--- src/bth_pkg.sv ---
// Constants shared by the bridge type-one header register bank and its window decoder
package bth_pkg;

  // Byte offsets of the registers in configuration space
  localparam logic [7:0] OFF_CACHE_LINE_SIZE       = 8'h0C;
  localparam logic [7:0] OFF_PRIMARY_LATENCY_TIMER = 8'h0D;
  localparam logic [7:0] OFF_HEADER_TYPE           = 8'h0E;
  localparam logic [7:0] OFF_SELF_TEST             = 8'h0F;
  localparam logic [7:0] OFF_CONTROL_WINDOW_BASE   = 8'h10;
  localparam logic [7:0] OFF_UPSTREAM_BUS_NUMBER   = 8'h18;
  localparam logic [7:0] OFF_DOWNSTREAM_BUS_NUMBER = 8'h19;
  localparam logic [7:0] OFF_HIGHEST_BUS_NUMBER    = 8'h1A;
  localparam logic [7:0] OFF_DOWNSTREAM_LATENCY    = 8'h1B;
  localparam logic [7:0] OFF_IO_WINDOW_LOW         = 8'h1C;
  localparam logic [7:0] OFF_IO_WINDOW_HIGH        = 8'h1D;

  // Dword numbers used on the configuration port
  localparam logic [5:0] DW_CACHE   = OFF_CACHE_LINE_SIZE[7:2];
  localparam logic [5:0] DW_CTRL    = OFF_CONTROL_WINDOW_BASE[7:2];
  localparam logic [5:0] DW_BUS     = OFF_UPSTREAM_BUS_NUMBER[7:2];
  localparam logic [5:0] DW_IO      = OFF_IO_WINDOW_LOW[7:2];

  // Reset and fixed values
  localparam logic [7:0]  RST_CACHE_LINE_SIZE   = 8'h00;
  localparam logic [7:0]  VAL_PRIMARY_LATENCY   = 8'h00;
  localparam logic [7:0]  VAL_HEADER_TYPE       = 8'h01;
  localparam logic [7:0]  VAL_SELF_TEST         = 8'h00;
  localparam logic [19:0] RST_CTRL_BASE         = 20'h00000;
  localparam logic [7:0]  RST_BUS_NUMBER        = 8'h00;
  localparam logic [7:0]  RST_LATENCY           = 8'h00;
  localparam logic [3:0]  RST_IO_WINDOW_NIBBLE  = 4'h0;
  localparam logic [3:0]  IO_ADDRESSING_CODE    = 4'h1;

  // Cache line size qualification
  localparam logic [7:0]  CACHE_MAX_DWORDS      = 8'h20;
  localparam logic [7:0]  CACHE_INVALID_DWORDS  = 8'h00;

  // Control window base: 20 address bits above a 4096-byte window
  localparam int          CTRL_ADDR_LSB         = 12;
  localparam logic [11:0] CTRL_LOW_BITS         = 12'h000;

  // I/O window assembly
  localparam logic [11:0] IO_BOTTOM_FILL        = 12'h000;
  localparam logic [11:0] IO_TOP_FILL           = 12'hFFF;

  // Filler for bytes with no state in this bank
  localparam logic [7:0]  BYTE_ZERO             = 8'h00;

endpackage

--- src/bth_window_if.sv ---
// Carrier between the register bank and the window decoder
`timescale 1ns/1ps
interface bth_window_if;
  logic [31:0] ioBottom;
  logic [31:0] ioTop;
  logic [19:0] ctrlBase;
  logic [7:0]  downBus;
  logic [7:0]  highBus;
  logic [31:0] ioAddr;
  logic [31:0] memAddr;
  logic [7:0]  busNum;
  logic        ioFwd;
  logic        ctrlHit;
  logic        toType0;
  logic        fwdType1;

  modport regs (
    output ioBottom, ioTop, ctrlBase, downBus, highBus, ioAddr, memAddr, busNum,
    input  ioFwd, ctrlHit, toType0, fwdType1
  );
  modport dec (
    input  ioBottom, ioTop, ctrlBase, downBus, highBus, ioAddr, memAddr, busNum,
    output ioFwd, ctrlHit, toType0, fwdType1
  );
endinterface

--- src/bth_type1_regs.sv ---
// Type-one header register bank, cache line size through I/O limit
//
// Contract
// - Odd or over-32-dword cache size means zero
// - Prefetch amount follows programmed cache line size
// - Primary latency timer always reads zero
// - Header type reads 01h, single function
// - Self-test byte always reads zero
// - Control base 31:12 writable only when diag set
// - Control window is 4096 bytes at base
// - Control base low bits read zero
// - Upstream bus number writable, resets to zero
// - Downstream bus number steers type 1 response
// - Highest bus number steers type 1 response
// - Downstream latency timer writable, resets zero
// - I/O bottom bits 15:12, upper half external
// - I/O low nibble reads 1h, 32-bit
// - I/O top byte resets to 01h
// - I/O top bits 15:12, low bits FFFh
`timescale 1ns/1ps
module bth_type1_regs (
  // Clock and reset
  input  wire logic        clk,
  input  wire logic        srst,
  // Configuration access port, one dword per request
  input  wire logic        cfgWrEn,
  input  wire logic        cfgRdEn,
  input  wire logic [5:0]  cfgDwordIdx,
  input  wire logic [3:0]  cfgByteEn,
  input  wire logic [31:0] cfgWrData,
  output logic      [31:0] cfgRdData,
  output logic             cfgRdValid,
  output logic             cfgRdHit,
  // Neighbouring configuration state
  input  wire logic        diagCtrlWindowWritable,
  input  wire logic [15:0] ioBottomUpper,
  input  wire logic [15:0] ioTopUpper,
  // Forwarding queries
  input  wire logic [31:0] ioQueryAddr,
  input  wire logic [31:0] memQueryAddr,
  input  wire logic [7:0]  cfgQueryBus,
  // Forwarding decisions, one cycle after the query
  output logic             ioForward,
  output logic             ctrlWindowHit,
  output logic             type1ToType0,
  output logic             type1Forward,
  // Programmed state for the datapath
  output logic      [7:0]  prefetchDwords,
  output logic      [7:0]  upstreamBus,
  output logic      [7:0]  downstreamBus,
  output logic      [7:0]  highestBus,
  output logic      [7:0]  downstreamLatency,
  output logic      [31:0] ctrlWindowBase
);

  // Stored fields
  logic [7:0]  cacheLineSize_q;
  logic [7:0]  cacheLineSize_d;
  logic [19:0] ctrlBase_q;
  logic [19:0] ctrlBase_d;
  logic [7:0]  upstreamBus_q;
  logic [7:0]  upstreamBus_d;
  logic [7:0]  downstreamBus_q;
  logic [7:0]  downstreamBus_d;
  logic [7:0]  highestBus_q;
  logic [7:0]  highestBus_d;
  logic [7:0]  downLatency_q;
  logic [7:0]  downLatency_d;
  logic [3:0]  ioBottom_q;
  logic [3:0]  ioBottom_d;
  logic [3:0]  ioTop_q;
  logic [3:0]  ioTop_d;

  // Read return
  logic [31:0] rdData_q;
  logic [31:0] rdData_d;
  logic        rdValid_q;
  logic        rdHit_q;
  logic        rdHit_d;

  // Address decode
  logic        selCache;
  logic        selCtrl;
  logic        selBus;
  logic        selIo;
  logic        wrCache;
  logic        wrCtrl;
  logic        wrBus;
  logic        wrIo;

  // Read words as software sees them
  logic [31:0] wordCache;
  logic [31:0] wordCtrl;
  logic [31:0] wordBus;
  logic [31:0] wordIo;

  // Write merge helpers
  logic [31:0] laneMask;
  logic [31:0] ctrlFull;
  logic [31:0] ctrlMerged;
  logic        ctrlUnlocked;

  // Derived values
  logic        cacheOdd;
  logic        cacheTooBig;
  logic [31:0] ioBottomAddr;
  logic [31:0] ioTopAddr;
  logic [7:0]  prefetch_q;
  logic [7:0]  prefetch_d;

  // Carrier to the window decoder
  bth_window_if win ();

  // Decode of the dword being accessed
  assign selCache = (cfgDwordIdx == bth_pkg::DW_CACHE);
  assign selCtrl  = (cfgDwordIdx == bth_pkg::DW_CTRL);
  assign selBus   = (cfgDwordIdx == bth_pkg::DW_BUS);
  assign selIo    = (cfgDwordIdx == bth_pkg::DW_IO);
  assign wrCache  = cfgWrEn && selCache;
  assign wrCtrl   = cfgWrEn && selCtrl;
  assign wrBus    = cfgWrEn && selBus;
  assign wrIo     = cfgWrEn && selIo;

  // Byte enables expanded to bit lanes
  assign laneMask = {{8{cfgByteEn[3]}}, {8{cfgByteEn[2]}}, {8{cfgByteEn[1]}}, {8{cfgByteEn[0]}}};

  // Cache line dword: only byte 0 holds state, the others are constants
  assign wordCache = {bth_pkg::VAL_SELF_TEST,
                      bth_pkg::VAL_HEADER_TYPE,
                      bth_pkg::VAL_PRIMARY_LATENCY,
                      cacheLineSize_q};

  // Control base dword: low 12 bits are hard zero
  assign wordCtrl = {ctrlBase_q, bth_pkg::CTRL_LOW_BITS};

  // Bus number dword: four independent bytes
  assign wordBus = {downLatency_q, highestBus_q, downstreamBus_q, upstreamBus_q};

  // I/O dword: bytes 2 and 3 belong to another block and read zero here
  assign wordIo = {bth_pkg::BYTE_ZERO,
                   bth_pkg::BYTE_ZERO,
                   ioTop_q, bth_pkg::IO_ADDRESSING_CODE,
                   ioBottom_q, bth_pkg::IO_ADDRESSING_CODE};

  // Read mux; unclaimed dwords read zero and report no hit
  assign rdData_d = selCache ? wordCache :
                    selCtrl  ? wordCtrl  :
                    selBus   ? wordBus   :
                    selIo    ? wordIo    : 32'h00000000;
  assign rdHit_d  = selCache || selCtrl || selBus || selIo;

  // Cache line size: stored as written, qualified on use
  assign cacheLineSize_d = (wrCache && cfgByteEn[0]) ? cfgWrData[7:0] : cacheLineSize_q;

  // Base bits open only while the diagnostic bit is set; otherwise writes fall away
  assign ctrlUnlocked = diagCtrlWindowWritable;
  assign ctrlFull     = {ctrlBase_q, bth_pkg::CTRL_LOW_BITS};
  assign ctrlMerged   = (cfgWrData & laneMask) | (ctrlFull & ~laneMask);
  assign ctrlBase_d   = (wrCtrl && ctrlUnlocked) ? ctrlMerged[31:bth_pkg::CTRL_ADDR_LSB] : ctrlBase_q;

  // Bus numbers and latency timer, byte-lane writes
  assign upstreamBus_d   = (wrBus && cfgByteEn[0]) ? cfgWrData[7:0]   : upstreamBus_q;
  assign downstreamBus_d = (wrBus && cfgByteEn[1]) ? cfgWrData[15:8]  : downstreamBus_q;
  assign highestBus_d    = (wrBus && cfgByteEn[2]) ? cfgWrData[23:16] : highestBus_q;
  assign downLatency_d   = (wrBus && cfgByteEn[3]) ? cfgWrData[31:24] : downLatency_q;

  // I/O window nibbles; the type code nibbles take no write
  assign ioBottom_d = (wrIo && cfgByteEn[0]) ? cfgWrData[7:4]   : ioBottom_q;
  assign ioTop_d    = (wrIo && cfgByteEn[1]) ? cfgWrData[15:12] : ioTop_q;

  // Cache line size; kept as written so software reads back its own value
  always_ff @(posedge clk)
  begin
    if (srst)
      cacheLineSize_q <= bth_pkg::RST_CACHE_LINE_SIZE;
    else
      cacheLineSize_q <= cacheLineSize_d;
  end

  // Prefetch length registered beside the size, so both change on the same edge
  always_ff @(posedge clk)
  begin
    if (srst)
      prefetch_q <= bth_pkg::CACHE_INVALID_DWORDS;
    else
      prefetch_q <= prefetch_d;
  end

  // Control window base; locked writes simply keep the old value
  always_ff @(posedge clk)
  begin
    if (srst)
      ctrlBase_q <= bth_pkg::RST_CTRL_BASE;
    else
      ctrlBase_q <= ctrlBase_d;
  end

  // Bus numbers and downstream latency timer
  always_ff @(posedge clk)
  begin
    if (srst)
    begin
      upstreamBus_q   <= bth_pkg::RST_BUS_NUMBER;
      downstreamBus_q <= bth_pkg::RST_BUS_NUMBER;
      highestBus_q    <= bth_pkg::RST_BUS_NUMBER;
      downLatency_q   <= bth_pkg::RST_LATENCY;
    end
    else
    begin
      upstreamBus_q   <= upstreamBus_d;
      downstreamBus_q <= downstreamBus_d;
      highestBus_q    <= highestBus_d;
      downLatency_q   <= downLatency_d;
    end
  end

  // I/O window nibbles; the fixed type code nibbles have no flops, so writes to them vanish
  always_ff @(posedge clk)
  begin
    if (srst)
    begin
      ioBottom_q <= bth_pkg::RST_IO_WINDOW_NIBBLE;
      ioTop_q    <= bth_pkg::RST_IO_WINDOW_NIBBLE;
    end
    else
    begin
      ioBottom_q <= ioBottom_d;
      ioTop_q    <= ioTop_d;
    end
  end

  // Read data and hit flag, loaded only when a read is taken and held until the next one
  always_ff @(posedge clk)
  begin
    if (srst)
    begin
      rdData_q <= 32'h00000000;
      rdHit_q  <= 1'h0;
    end
    else
    begin
      rdData_q <= cfgRdEn ? rdData_d : rdData_q;
      rdHit_q  <= cfgRdEn ? rdHit_d : rdHit_q;
    end
  end

  // Read valid pulses one edge after the request; a same-cycle write is seen by the next read
  always_ff @(posedge clk)
  begin
    if (srst)
      rdValid_q <= 1'h0;
    else
      rdValid_q <= cfgRdEn;
  end

  // Illegal sizes fall back to zero; software should only write powers of two
  // Qualified from the next value so the prefetch length moves on the same edge as the size
  assign cacheOdd    = cacheLineSize_d[0];
  assign cacheTooBig = (cacheLineSize_d > bth_pkg::CACHE_MAX_DWORDS);

  // Prefetch length for delayed reads, in dwords
  assign prefetch_d = (cacheOdd || cacheTooBig) ? bth_pkg::CACHE_INVALID_DWORDS : cacheLineSize_d;

  // I/O window bounds: bottom pads with zeros, top pads with ones
  assign ioBottomAddr = {ioBottomUpper, ioBottom_q, bth_pkg::IO_BOTTOM_FILL};
  assign ioTopAddr    = {ioTopUpper, ioTop_q, bth_pkg::IO_TOP_FILL};

  // Hand bounds and queries to the decoder
  assign win.ioBottom = ioBottomAddr;
  assign win.ioTop    = ioTopAddr;
  assign win.ctrlBase = ctrlBase_q;
  assign win.downBus  = downstreamBus_q;
  assign win.highBus  = highestBus_q;
  assign win.ioAddr   = ioQueryAddr;
  assign win.memAddr  = memQueryAddr;
  assign win.busNum   = cfgQueryBus;

  // Window decoder; its decisions lag the queries by one edge
  bth_window_decode bth_window_decode_inst (
    .clk  (clk),
    .srst (srst),
    .win  (win.dec)
  );

  // Outputs
  assign cfgRdData         = rdData_q;
  assign cfgRdValid        = rdValid_q;
  assign cfgRdHit          = rdHit_q;
  assign prefetchDwords    = prefetch_q;
  assign ioForward         = win.ioFwd;
  assign ctrlWindowHit     = win.ctrlHit;
  assign type1ToType0      = win.toType0;
  assign type1Forward      = win.fwdType1;
  assign upstreamBus       = upstreamBus_q;
  assign downstreamBus     = downstreamBus_q;
  assign highestBus        = highestBus_q;
  assign downstreamLatency = downLatency_q;
  assign ctrlWindowBase    = wordCtrl;

endmodule

--- src/bth_window_decode.sv ---
// Address window and bus number decoder for forwarding decisions
`timescale 1ns/1ps
module bth_window_decode (
  // Clock and reset
  input  wire logic  clk,
  input  wire logic  srst,
  // Windows, queries and decisions
  bth_window_if.dec  win
);

  logic ioFwd_d;
  logic ctrlHit_d;
  logic toType0_d;
  logic fwdType1_d;
  logic ioFwd_q;
  logic ctrlHit_q;
  logic toType0_q;
  logic fwdType1_q;

  // Both I/O bounds inclusive
  assign ioFwd_d    = (win.ioAddr >= win.ioBottom) && (win.ioAddr <= win.ioTop);
  // Window is the 4096 bytes under the 20 base bits
  assign ctrlHit_d  = (win.memAddr[31:bth_pkg::CTRL_ADDR_LSB] == win.ctrlBase);
  // Bus equal to downstream bus is converted, buses behind it pass as type 1
  assign toType0_d  = (win.busNum == win.downBus);
  assign fwdType1_d = (win.busNum > win.downBus) && (win.busNum <= win.highBus);

  // Decisions registered, one cycle after the query
  always_ff @(posedge clk)
  begin
    if (srst)
    begin
      ioFwd_q    <= 1'h0;
      ctrlHit_q  <= 1'h0;
      toType0_q  <= 1'h0;
      fwdType1_q <= 1'h0;
    end
    else
    begin
      ioFwd_q    <= ioFwd_d;
      ctrlHit_q  <= ctrlHit_d;
      toType0_q  <= toType0_d;
      fwdType1_q <= fwdType1_d;
    end
  end

  assign win.ioFwd    = ioFwd_q;
  assign win.ctrlHit  = ctrlHit_q;
  assign win.toType0  = toType0_q;
  assign win.fwdType1 = fwdType1_q;

endmodule

--- config.mk ---
export PLATFORM = sky130hd
export DESIGN_NAME = bth_type1_regs
export DESIGN_NICKNAME = d
export VERILOG_FILES = /design/src/bth_pkg.sv /design/src/bth_window_if.sv /design/src/bth_type1_regs.sv /design/src/bth_window_decode.sv
export SDC_FILE = /design/constraint.sdc
export NUM_CORES = 1
export LEC_CHECK = 0
export BUFFER_PORTS_ARGS = -buffer_cell sky130_fd_sc_hd__buf_4
export CORE_ASPECT_RATIO = 2
export CORE_MARGIN = 3
export CORE_UTILIZATION = 40
export DETAILED_ROUTE_END_ITERATION = 8
export GPL_ROUTABILITY_DRIVEN = 0
export PLACE_DENSITY = 0.8
export SYNTH_ARGS = -nofsm -noshare
export SYNTH_HDL_FRONTEND = slang
export SYNTH_HIERARCHICAL = 1
export SYNTH_SLANG_ARGS = --single-unit
--- constraint.sdc ---
create_clock -name clk -period 2.3 [get_ports clk]
set_clock_uncertainty 0.05 [all_clocks]
set_input_delay 0.23 -clock clk [delete_from_list [all_inputs] [get_ports clk]]
set_output_delay 0.23 -clock clk [all_outputs]
set_load 0.02 [all_outputs]
Yosys cells after proc, flatten, opt, wreduce, memory -nomap -nowiden:

Cells that the tools add are included.
Widths: inputs -> output; s select.

* bits in registers: 114
* input port bits: 151
* output and inout port bits: 110
* logic and storage cells: 55

* magnitude comparators: 5
* eq/ne operators: 6
* mux-type cells: 5
* bitwise operators: 4
* reductions and logical operators: 19

Operator list (number)
* $mux 32: 3
* $and 32x32->32: 2
* $ge 32x32->1: 1
* $le 32x32->1: 1
* $not 32->32: 1
* $or 32x32->32: 1
* $eq 20x20->1: 1
* $eq 6x3->1 const B: 3
* $mux 16: 1
* $logic_and 1x1->1: 14
* $eq 8x8->1: 1
* $gt 8x6->1 const B: 1
* $gt 8x8->1: 1
* $le 8x8->1: 1
* $mux 8: 1
* $eq 6x2->1 const B: 1
* $logic_or 1x1->1: 4
* $reduce_or 2->1: 1

Depth between registers and ports, before layout:

Gate-level depths: netlist (run 1).

* depth after elaboration: 7
* depth in mapped cells: 8
* gate-level depth less buffers: 8

Cells and area by module:

Netlist (run 1), hierarchy kept.

By module, submodules not included
* bth_type1_regs: times used 1, cells an instance 444, area an instance 4347.9 sq um, sequential area each 2202.1 sq um
* bth_window_decode: times used 1, cells an instance 315, area an instance 2311.0 sq um, sequential area each 80.1 sq um

Worst setup path before layout (run 1):

Ideal clock, no wire load.

* kind: register to register
* from: register ioBottom_q[1]
* to: register bth_window_decode_inst.ioFwd_q, in the netlist bth_window_decode_inst/win.ioFwd
* setup time: 91 ps
* arrival time: 1790 ps
* data required time: 2159 ps
* path slack: 369 ps
* stages on the path, launching flop included: 9
* path buffers: 0
* clock period less this slack: 1931 ps
* cell sequence: dfxtp_1 > inv_1 > ha_1 > nand4_2 > nor3_2 > or4b_1 > a31oi_1 > nor4_1 > a311oi_1

* cells in the longest elaborated chain, start to end: 2

Ends and longest elaborated chain
* start, declared: RTL line bth_type1_regs.sv:69 `logic [3:0] ioBottom_q;`
* start signal, assigned: RTL line bth_type1_regs.sv:222 `ioBottom_q <= bth_pkg::RST_IO_WINDOW_NIBBLE;`
* start signal, assigned: RTL line bth_type1_regs.sv:227 `ioBottom_q <= ioBottom_d;`
* $ge 32x32->1: RTL line bth_window_decode.sv:21 `assign ioFwd_d = (win.ioAddr >= win.ioBottom) && (win.ioAddr <= win.ioTop);`
* $logic_and 1x1->1: RTL line bth_window_decode.sv:21
* end signal, assigned: RTL line bth_window_decode.sv:40 `ioFwd_q <= ioFwd_d;`
* end, declared: RTL line bth_window_decode.sv:15 `logic ioFwd_q;`

Every way passes these cells.
A chain may end at the register's enable or synchronous reset.

Worst setup path in the final report (run 1):

Ends and elaborated chain as after synthesis.

==> results of run 1 <==
[final cells by class]
class                           count  area, um^2  share of cell area (%)
Multi-Input combinational cell    565        4030                    42.5
Sequential cell                   114        2280                    24.1
Timing Repair Buffer              265        2010                    21.2
Clock buffer                       19         453                    4.77
Inverter                           81         304                    3.20
Tap cell                          204         255                    2.69
Clock inverter                     13         150                    1.58
[synth_stat cells (6+ instances only)]
master / n / area share [%]
a211oi_1: 10 / 1.1
a21o_1: 6 / 0.68
a21oi_1: 30 / 2.3
a22oi_1: 12 / 1.4
buf_4: 12 / 1.4
clkbuf_1: 18 / 1.0
dfxtp_1: 114 / 34
ha_1: 80 / 15
inv_1: 81 / 4.6
mux2i_1: 82 / 12
nand2_1: 43 / 2.4
nand2b_1: 11 / 1.0
nand3_1: 10 / 0.75
nand4_1: 16 / 1.5
nor2_1: 98 / 5.5
nor2b_1: 6 / 0.56
nor3_1: 9 / 0.68
nor4_1: 11 / 1.0
o21ai_0: 30 / 2.3
xor2_1: 16 / 2.1
[per-layer routing]
layer / track usage [%] / wire (um)
met1: 20.2 / 6910
met2: 45.9 / 11900
met3: 5.37 / 1460
met4: 16.6 / 1470
met5: 0 / 0
[worst max-delay path, delay by kind of cell (launching register included)]
kind,cells,cell delay [ps]
compound gates,2,400
flops,1,360
fa+ha+maj,1,300
simple gates,4,800
buf+inv,1,60
[stage by stage]
| step | total power, W | setup WS (ps) | instances | area, um^2 |
|---|---|---|---|---|
| after floorplan | 0.00241 | 369 | 796 | 6800 |
| after global placement | 0.00272 | 255 | 1220 | 8790 |
| after detailed placement | 0.00274 | 172 | 1220 | 8790 |
| after CTS | 0.00543 | 161 | 1261 | 9480 |
| after global routing | 0.00560 | 50.3 | 1261 | 9490 |
| final | 0.00540 | 230 | 1261 | 9490 |
[where the power goes]
part / internal, W / leakage [nW] / switching (W)
sequential: 0.00199 / 0.922 / 0.00000939
clock: 0.00167 / 0.279 / 0.00101
combinational: 0.000346 / 3.49 / 0.000370
total: 0.00401 / 4.69 / 0.00139
[repair_timing]
action	4_1_cts	5_1_grt
endpoints found under the setup margin	0	1
endpoints found under the hold margin	10	0
gates resized for setup	0	1
hold buffers	9	0
[cell families after synthesis]
| group | count (synthesis) | synth area share [%] |
|---|---|---|
| flops | 114 | 34.3 |
| simple gates | 227 | 17.2 |
| buf+inv | 117 | 7.35 |
| fa+ha+maj | 80 | 15.0 |
| other cells | 2 | 0.113 |
| xor+xnor | 20 | 2.63 |
| compound gates | 115 | 10.7 |
| mux | 84 | 12.7 |
[worst min-delay path by stage]
stage	cells past startpoint	startpoint	end
2_1_floorplan	1	srst	bth_window_decode_inst/win.ctrlHit
3_3_place_gp	2	cfgRdData[22]	cfgRdData[22]
3_5_place_dp	2	cfgRdData[12]	cfgRdData[12]
4_1_cts	3	cfgWrData[26]	downstreamLatency[2]
5_1_grt	3	cfgWrData[23]	register
6_report	3	cfgWrData[26]	downstreamLatency[2]
==> results.yml, run 1 <==
placed_design:
  place_hpwl_mm: 17.6
  port_buffers: 236
clock_tree:
  cts-root-buf: "clkbuf_16"
  cts-htree-levels: 4
  cts_tree: "done"
  insertion_delay_ps: 410
  postCtsSetupBuffers: 0
  cts_sinks: 114
  cts_buffers: 17
  cts_buffer_depth: 2
  clk_pin_slew_ps: 60
final_layout:
  fin_nets: 1275
  mostFrequentLayoutCells: "buf_4, dfxtp_1, nor2_1, mux2i_1, inv_1"
  final_util_pct: 58.3
  num_antenna_cells: 0
  drive_gt1_share_pct: 28.4
  nFillCells: 1417
  layout_commonest_cell: "buf_4"
  syn_to_final_growth_pct: 42.5
power:
  ir_drop_mv: 0.766
  p_per_area_nw_per_um2: 569
  power.leakage_nw: 4.69
yosys:
  postSynthCellCount: 759
  synth_flop_cell: "dfxtp_1"
  synth_seq_area_share_pct: 34.3
  synth-warning-count: 6
  ys_ff_latch: 114
  synth_edf_count: 0
  synthArstFlopShare_pct: 0
  synth_area_per_cell_um2: 8.77
  synthDistinctLibCells: 46
  syn-cell-area_um2: 6660
floorplan:
  die_w_um: 97.2
  placementRows: 66
  die_h_um: 188
  initial_core_util_pct: 40.9
  die-area_um2: 18300
  io_pins: 261
  core_um2: 16300
hold_path:
  hold_path.class: "in -> reg"
sta:
  fin_crit_ps: 2070
  max_freq_ghz: 0.483
  fin_crit_sh_pct: 90.0
  tightest_slew_ps: 564
  drv_slew: 0
  tns_ps: 0
  maxSlewHeadroom_pct: 62.0
  worst_hold_slack_ps: 9.13
  final_hold_viol_count: 0
  rsz0062_at_grt: "no"
  setup_viol: 0
setup_path:
  rrSetupSlack_ps: 230
  r2r_start: "ioBottom_q[1]"
  critPathLaunch: "ioBottom_q[1]"
  r2r-end: "bth_window_decode_inst/win.ioFwd"
  slowest_stage: "or4b_1"
  cp.arrival_ps: 2340
  endpoint: "bth_window_decode_inst/win.ioFwd"
  critPathMaxFanout: 3
  cp-end-kind: "register"
  crit_chain: "inv_1 -> ha_1 -> nand4_2 -> nor3_4 -> or4b_1 -> a31oi_1 -> nor4_1 -> a311oi_1"
  critPathLaunchType: "register"
  worstSetupPathType: "reg -> reg"
  slowest_delay_ps: 440
  r2r_cells: 8
  required_ps: 2570
job:
  maxCapViolCount: 0
drt:
  wl_mm: 21.8
  ant_nets: 0
  vias: 6476
  drc: 0
  post_drt_wl_per_cell_um: 17.3
  vias_per_cell: 5.14
  first_pass_iters: 5
  drtIter0Drc: 181
grt:
  antenna_found_initial: 0
  grt_pass1_vias: 6755
  grt_max_degree: 44
  grt_pass1_wl_mm: 33.8
  grt_usage_pct: 23.5
  overflow: 0
outcome:
  status: "complete, no violations"
Power figures use the tool's default switching activity.
==> run 2, diff against run 1 <==
--- a/config.mk
+++ b/config.mk
@@ -5,13 +5,14 @@
 export SDC_FILE = /design/constraint.sdc
 export NUM_CORES = 1
 export LEC_CHECK = 0
+export ABC_AREA = 1
 export BUFFER_PORTS_ARGS = -buffer_cell sky130_fd_sc_hd__buf_4
-export CORE_ASPECT_RATIO = 2
 export CORE_MARGIN = 3
 export CORE_UTILIZATION = 40
 export DETAILED_ROUTE_END_ITERATION = 8
 export GPL_ROUTABILITY_DRIVEN = 0
-export PLACE_DENSITY = 0.8
+export PLACE_DENSITY = 0.79
+export SETUP_SLACK_MARGIN = 0.4
 export SYNTH_ARGS = -nofsm -noshare
 export SYNTH_HDL_FRONTEND = slang
 export SYNTH_HIERARCHICAL = 1
==> run 2 against run 1 <==
- setup slack improved by 470 ps
- count of clock-buffer cells in the layout unchanged
- total power decreased by 2.4%
- sequential power about the same
- worst hold slack improved by 15 ps
- combinational power increased by 2.9%
- sequential share of layout area decreased by 0.23 points
- sequential cell count unchanged
- final area increased by 0.96%
- critical path type is now in -> reg
- largest cell class unchanged
- largest power group unchanged
==> results.yml, run 2 <==
outcome:
  status: "complete, no violations"
setup_path:
  worst_path_dominant_cell_family: "buffers and inverters"
  r2r-end: "bth_window_decode_inst/win.fwdType1"
  worstSetupPathType: "in -> reg"
  slowest_stage: "buf_4"
  required_ps: 2570
  rrSetupSlack_ps: 710
  critPathLaunchType: "input pin"
  r2r_start: "downstreamBus[1]"
  cp-end-kind: "register"
  cp.arrival_ps: 1870
  crit_chain: "dlygate4sd3_1 -> buf_4 -> buf_4 -> a21oi_1 -> nand3_1 -> nor2_1 -> nand4_1 -> nor2_1"
  critPathMaxFanout: 63
  crit_buf_inv: 3
  slowest_delay_ps: 570
  r2r_cells: 9
drt:
  wl_mm: 21.9
  drtIter0Drc: 370
  ant_nets: 0
  first_pass_iters: 5
  vias: 7206
  drc: 0
  vias_per_cell: 4.86
  post_drt_wl_per_cell_um: 14.8
grt:
  overflow: 0
  antenna_found_initial: 0
  use_met3_pct: 7.84
  grt_pass1_wl_mm: 33.3
  grt_use_met1_pct: 26.0
  grtUsageMet2_pct: 38.9
  grt_usage_pct: 22.6
  grt_busiest_layer: "met2"
  grt_max_degree: 64
  grt_pass1_vias: 6813
final_layout:
  syn_to_final_growth_pct: 37.5
  mostFrequentLayoutCells: "buf_4, nand2_1, inv_1, a21oi_1, dfxtp_1"
  final_util_pct: 57.0
  fin_cells: 1483
  fin_nets: 1481
  num_antenna_cells: 0
  nFillCells: 1635
  layout_commonest_cell: "buf_4"
  regArea_um2: 2280
  drive_gt1_share_pct: 24.2
  multi_input_area_um2: 3960
clock_tree:
  clk_pin_slew_ps: 60
  cts_tree: "done"
  cts_buffer_depth: 2
  cts_sinks: 114
  insertion_delay_ps: 430
  cts-root-buf: "clkbuf_16"
  cts_buffers: 17
  postCtsSetupBuffers: 0
  cts-htree-levels: 4
yosys:
  ys_ff_latch: 114
  syn-cell-area_um2: 6970
  synth_seq_area_share_pct: 32.7
  synthAdderAreaFrac_pct: 14.4
  yosys.area_share.simple_pct: 22.2
  synth_common_cells: "nand2_1, inv_1, a21oi_1"
  muxShareOfSynthArea_pct: 0
  synth-compound-area-share_pct: 16.9
  yosys.cell_count.top_type: "nand2_1"
  synth_flop_cell: "dfxtp_1"
  synth.top_cell.area_share_pct: 32.7
  synth_area_leaders: "dfxtp_1, ha_1, nand2_1"
  synth-warning-count: 6
  synth_top_family_by_area: "simple AND/OR/NAND/NOR gates"
  postSynthCellCount: 987
  synth_xor_area_share_pct: 1.26
  synthDistinctLibCells: 42
  synth_edf_count: 0
  synth_area_per_cell_um2: 7.06
  synth_area_leader_cell: "dfxtp_1"
  synthArstFlopShare_pct: 0
power:
  power.leakage_nw: 4.58
  p_per_area_nw_per_um2: 550
  ir_drop_mv: 0.457
sta:
  maxSlewHeadroom_pct: 51.5
  fin_crit_ps: 1600
  tightest_slew_ps: 727
  rsz0062_at_grt: "no"
  fin_ws_ps: 696
  max_freq_ghz: 0.623
  tns_ps: 0
  drv_slew: 0
  setup_viol: 0
  fin_crit_sh_pct: 69.7
  final_hold_viol_count: 0
  worst_hold_slack_ps: 24.5
placed_design:
  dpl.cell_count: 1449
  place_hpwl_mm: 17.2
  port_buffers: 236
  dpl_worst_slack_ps: 394
floorplan:
  core_um2: 16800
  die-area_um2: 19000
  die_w_um: 138
  placementRows: 47
  initial_core_util_pct: 41.4
  io_pins: 261
  die_h_um: 138
job:
  maxCapViolCount: 0
hold_path:
  hold_path.class: "in -> reg"
  min_to: "upstreamBus[2]"
  hold_path_depth: 3
  hold_path.startpoint: "cfgWrData[2]"
run 2: cell types whose count changed after synthesis, moves of 33 or more:
cell | previous run | this run
mux2i_1 | 82 | 0
nor2_1 | 98 | 63
nand2_1 | 43 | 205
inv_1 | 81 | 156
a21oi_1 | 30 | 130
o21ai_0 | 30 | 65
nand3_1 | 10 | 43
run 2: cell families (layout without fill, tap and decap cells):
family	Yosys count	in the layout
AO/OA/AOI/OAI	227	227
XOR/XNOR	10	10
adder cells (fa/ha/maj)	80	80
buffers and inverters	204	443
flip-flops	114	114
other	2	39
AND/OR/NAND/NOR	350	350
run 2: power by group:
| part | leakage [nW] | internal, W | total (W) | switching [W] |
|---|---|---|---|---|
| combinational | 3.39 | 0.000339 | 0.000737 | 0.000398 |
| clock | 0.267 | 0.00153 | 0.00253 | 0.00100 |
| sequential | 0.921 | 0.00199 | 0.00200 | 0.0000101 |
| total | 4.58 | 0.00386 | 0.00527 | 0.00141 |
run 2: worst max path at each step:
stage	from	end	slack, ps	cells past startpoint
finish	srst	bth_window_decode_inst/win.ctrlHit	700	8
global route	ioBottom_q[3]	bth_window_decode_inst/win.ioFwd	590	10
CTS	downstreamBus[1]	bth_window_decode_inst/win.fwdType1	700	9
detailed placement	cfgDwordIdx[5]	register	390	10
global placement	cfgDwordIdx[5]	register	440	10
floorplan	downstreamBus[1]	bth_window_decode_inst/win.fwdType1	810	9
run 2: routing by layer:
| metal | vias to the layer above | wire (um) |
|---|---|---|
| met2 | 307 | 10700 |
| met5 | - | 0 |
| met4 | 0 | 432 |
| li1 | 3671 | - |
| met3 | 32 | 2420 |
| met1 | 3196 | 8320 |
run 2: per-stage QoR:
step / area [um^2] / total power (W)
after floorplan: 7110 / 0.00245
after CTS: 9580 / 0.00530
final: 9580 / 0.00527
after global placement: 8990 / 0.00276
after detailed placement: 8990 / 0.00278
after global routing: 9580 / 0.00549
run 2: cell type report:
class	instances	area share, %
flip-flops and latches	114	23.8
repair buffers	251	19.7
clock inverters	13	1.32
well taps	220	2.87
multi-input cells	706	41.4
inverters	160	6.27
clock buffers	19	4.62
run 2: worst min-delay path: stages:
cell	delay, ps
buf_4	90
nor2_1	40
nor2_1	90
run 2: repair_timing:
action	CTS	global route
gates resized for setup	0	0
hold buffers	2	0
endpoints found under the hold margin	3	0
==> run 3, diff against run 2 <==
--- a/config.mk
+++ b/config.mk
@@ -5,13 +5,13 @@
 export SDC_FILE = /design/constraint.sdc
 export NUM_CORES = 1
 export LEC_CHECK = 0
-export ABC_AREA = 1
+export ABC_AREA = 0
 export BUFFER_PORTS_ARGS = -buffer_cell sky130_fd_sc_hd__buf_4
 export CORE_MARGIN = 3
 export CORE_UTILIZATION = 40
 export DETAILED_ROUTE_END_ITERATION = 8
 export GPL_ROUTABILITY_DRIVEN = 0
-export PLACE_DENSITY = 0.79
+export PLACE_DENSITY = 0.8
 export SETUP_SLACK_MARGIN = 0.4
 export SYNTH_ARGS = -nofsm -noshare
 export SYNTH_HDL_FRONTEND = slang
==> constraint.sdc (replaced) <==
create_clock -name clk -period 1.5 [get_ports clk]
set_clock_uncertainty 0.05 [all_clocks]
set_input_delay 0.15 -clock clk [delete_from_list [all_inputs] [get_ports clk]]
set_output_delay 0.15 -clock clk [all_outputs]
set_load 0.02 [all_outputs]
==> run 3 against run 2 <==
- the run now ends with negative setup slack left
- final area is 26% higher
- highest routed layer unchanged
- non-clock buffer count is 151 higher
- via count grew 0.85%
- clock power is 65% higher
- register-to-register slack lost 1200 ps
- final cell count is 4.9% lower
- critical path depth up 1
- worst hold slack got worse by 11 ps
- largest power group unchanged
- first-iteration DRC count down 32%
==> results.yml, run 3 (same netlist as run 1, synthesis figures left out) <==
sta:
  rsz0062_at_grt: "yes"
  setup_viol: 2
  max_freq_ghz: 0.499
  drv_slew: 0
  fin_crit_sh_pct: 134
  final_hold_viol_count: 0
  fin_crit_ps: 2000
  fin_ws_ps: -503
floorplan:
  placementRows: 46
  die_h_um: 135
  die-area_um2: 18200
  core_um2: 16100
  initial_core_util_pct: 41.3
  die_w_um: 135
  io_pins: 261
drt:
  post_drt_wl_per_cell_um: 18.7
  ant_nets: 0
  vias: 7267
  wl_mm: 26.4
  first_pass_iters: 5
  drc: 0
  route.met2.wl_mm: 13.7
  met3_length_mm: 1.71
  vias_per_cell: 5.15
  drt-met1-wl_mm: 10.2
  drtIter0Drc: 253
  top_layer: "met4"
hold_path:
  hold_path.class: "in -> reg"
  hold_path.startpoint: "cfgWrData[6]"
  hold_path_depth: 4
  min_to: "prefetchDwords[5]"
clock_tree:
  insertion_delay_ps: 420
  cts_tree: "done"
  cts-htree-levels: 4
  clk_pin_slew_ps: 50
  cts_sinks: 114
  cts-root-buf: "clkbuf_16"
  cts_buffers: 17
  cts_buffer_depth: 2
setup_path:
  cp-end-kind: "register"
  cp.arrival_ps: 2230
  r2r_cells: 9
  slowest_delay_ps: 360
  r2r-end: "bth_window_decode_inst/win.ioFwd"
  worstSetupPathType: "reg -> reg"
  critPathMaxFanout: 2
  crit_chain: "inv_2 -> ha_4 -> buf_4 -> a21oi_1 -> nand2_1 -> a221oi_1 -> a31oi_1 -> nor4_1 -> a311oi_1"
  required_ps: 1720
  rrSetupSlack_ps: -500
  slowest_stage: "a221oi_1"
  critPathLaunchType: "register"
  r2r_start: "ioBottom_q[2]"
power:
  ir_drop_mv: 0.750
  p_per_area_nw_per_um2: 718
  power.leakage_nw: 5.66
final_layout:
  fin_cells: 1411
  syn_to_final_growth_pct: 80.7
  mostFrequentLayoutCells: "buf_4, buf_6, nor2_1, mux2i_1, inv_1"
  layout_commonest_cell: "buf_4"
  final_area_um2: 12000
  fin_nets: 1412
  final_util_pct: 74.7
  drive_gt1_share_pct: 50.1
grt:
  overflow: 0
  grt_pass1_vias: 7593
  grt_max_degree: 23
  grt_usage_pct: 25.9
  grt_pass1_wl_mm: 37.5
  antenna_found_initial: 1
placed_design:
  dpl.cell_count: 1296
  place_hpwl_mm: 17.0
  placed_area_um2: 9640
  port_buffers: 236
  dpl_worst_slack_ps: -457
job:
  maxCapViolCount: 0
outcome:
  status: "complete, but fails checks"
  violations: "negative setup slack"
-- run 3: cell types whose count changed in the layout (fill, tap and decap cells not counted), sizes merged, moves of 36 or more --
| cell | before | now |
|---|---|---|
| mux2i | 0 | 82 |
| inv | 162 | 84 |
| nand2 | 212 | 43 |
| o21ai | 78 | 30 |
| dlygate4sd3 | 2 | 38 |
| a21oi | 133 | 30 |
| nand3 | 46 | 10 |
| buf | 249 | 364 |
-- run 3: how the worst max path moves through the flow --
stage / from / end / slack, ps / cells after the start
after CTS: ioBottom_q[1] / bth_window_decode_inst/win.ioFwd / -470 / 8
after floorplan: ioBottom_q[1] / bth_window_decode_inst/win.ioFwd / -310 / 8
after detailed placement: ioBottom_q[1] / bth_window_decode_inst/win.ioFwd / -460 / 8
after global placement: ioBottom_q[1] / bth_window_decode_inst/win.ioFwd / -390 / 8
after global routing: ioBottom_q[2] / bth_window_decode_inst/win.ioFwd / -640 / 9
final: ioBottom_q[2] / bth_window_decode_inst/win.ioFwd / -500 / 9
-- run 3: layout make-up --
class / instances / area (um^2)
well taps: 216 / 270
flip-flops and latches: 114 / 2470
clock inverters: 13 / 158
fillers: 1030 / 4090
multi-input cells: 565 / 4670
repair buffers: 402 / 3710
clock buffers: 19 / 443
diodes: 1 / 2.50
inverters: 81 / 304
-- run 3: what timing repair did --
action,4_1_cts,5_1_grt
buffers inserted,24,19
pin swaps,30,41
setup endpoints to repair,160,163
gates cloned,1,0
hold endpoints to repair,71,0
hold buffers,38,0
resized for setup,214,102
-- run 3: power breakdown --
group	switching [W]	internal, W	leakage, nW	total (W)
logic	0.000697	0.000740	4.39	0.00144
registers	0.0000211	0.00301	0.977	0.00303
clock network	0.00152	0.00265	0.288	0.00417
-- run 3: worst max-delay path: cells and delay by family, from the launching register on --
| kind | cells | cell delay [ps] |
|---|---|---|
| AOI/OAI and AO/OA | 4 | 720 |
| adders and majority gates | 1 | 240 |
| buffers and inverters | 2 | 170 |
| DFF | 1 | 330 |
| and+or+nand+nor | 2 | 350 |
-- run 3: routing by layer --
| layer | up-vias | global-route usage, % |
|---|---|---|
| met1 | 3512 | 29.3 |
| met5 | - | 0 |
| li1 | 3431 | - |
| met2 | 270 | 46.4 |
| met3 | 54 | 6.45 |
| met4 | 0 | 11.0 |
-- run 3: metrics by stage --
step                      power, W  hold WS (ps)  TNS [ps]
after floorplan            0.00371           178     -1870
after detailed placement   0.00431           349     -9390
after global routing       0.00893          27.5      -807
after CTS                  0.00855         -4.09      -494
after global placement     0.00427           333     -6790
final                      0.00864          13.9      -620
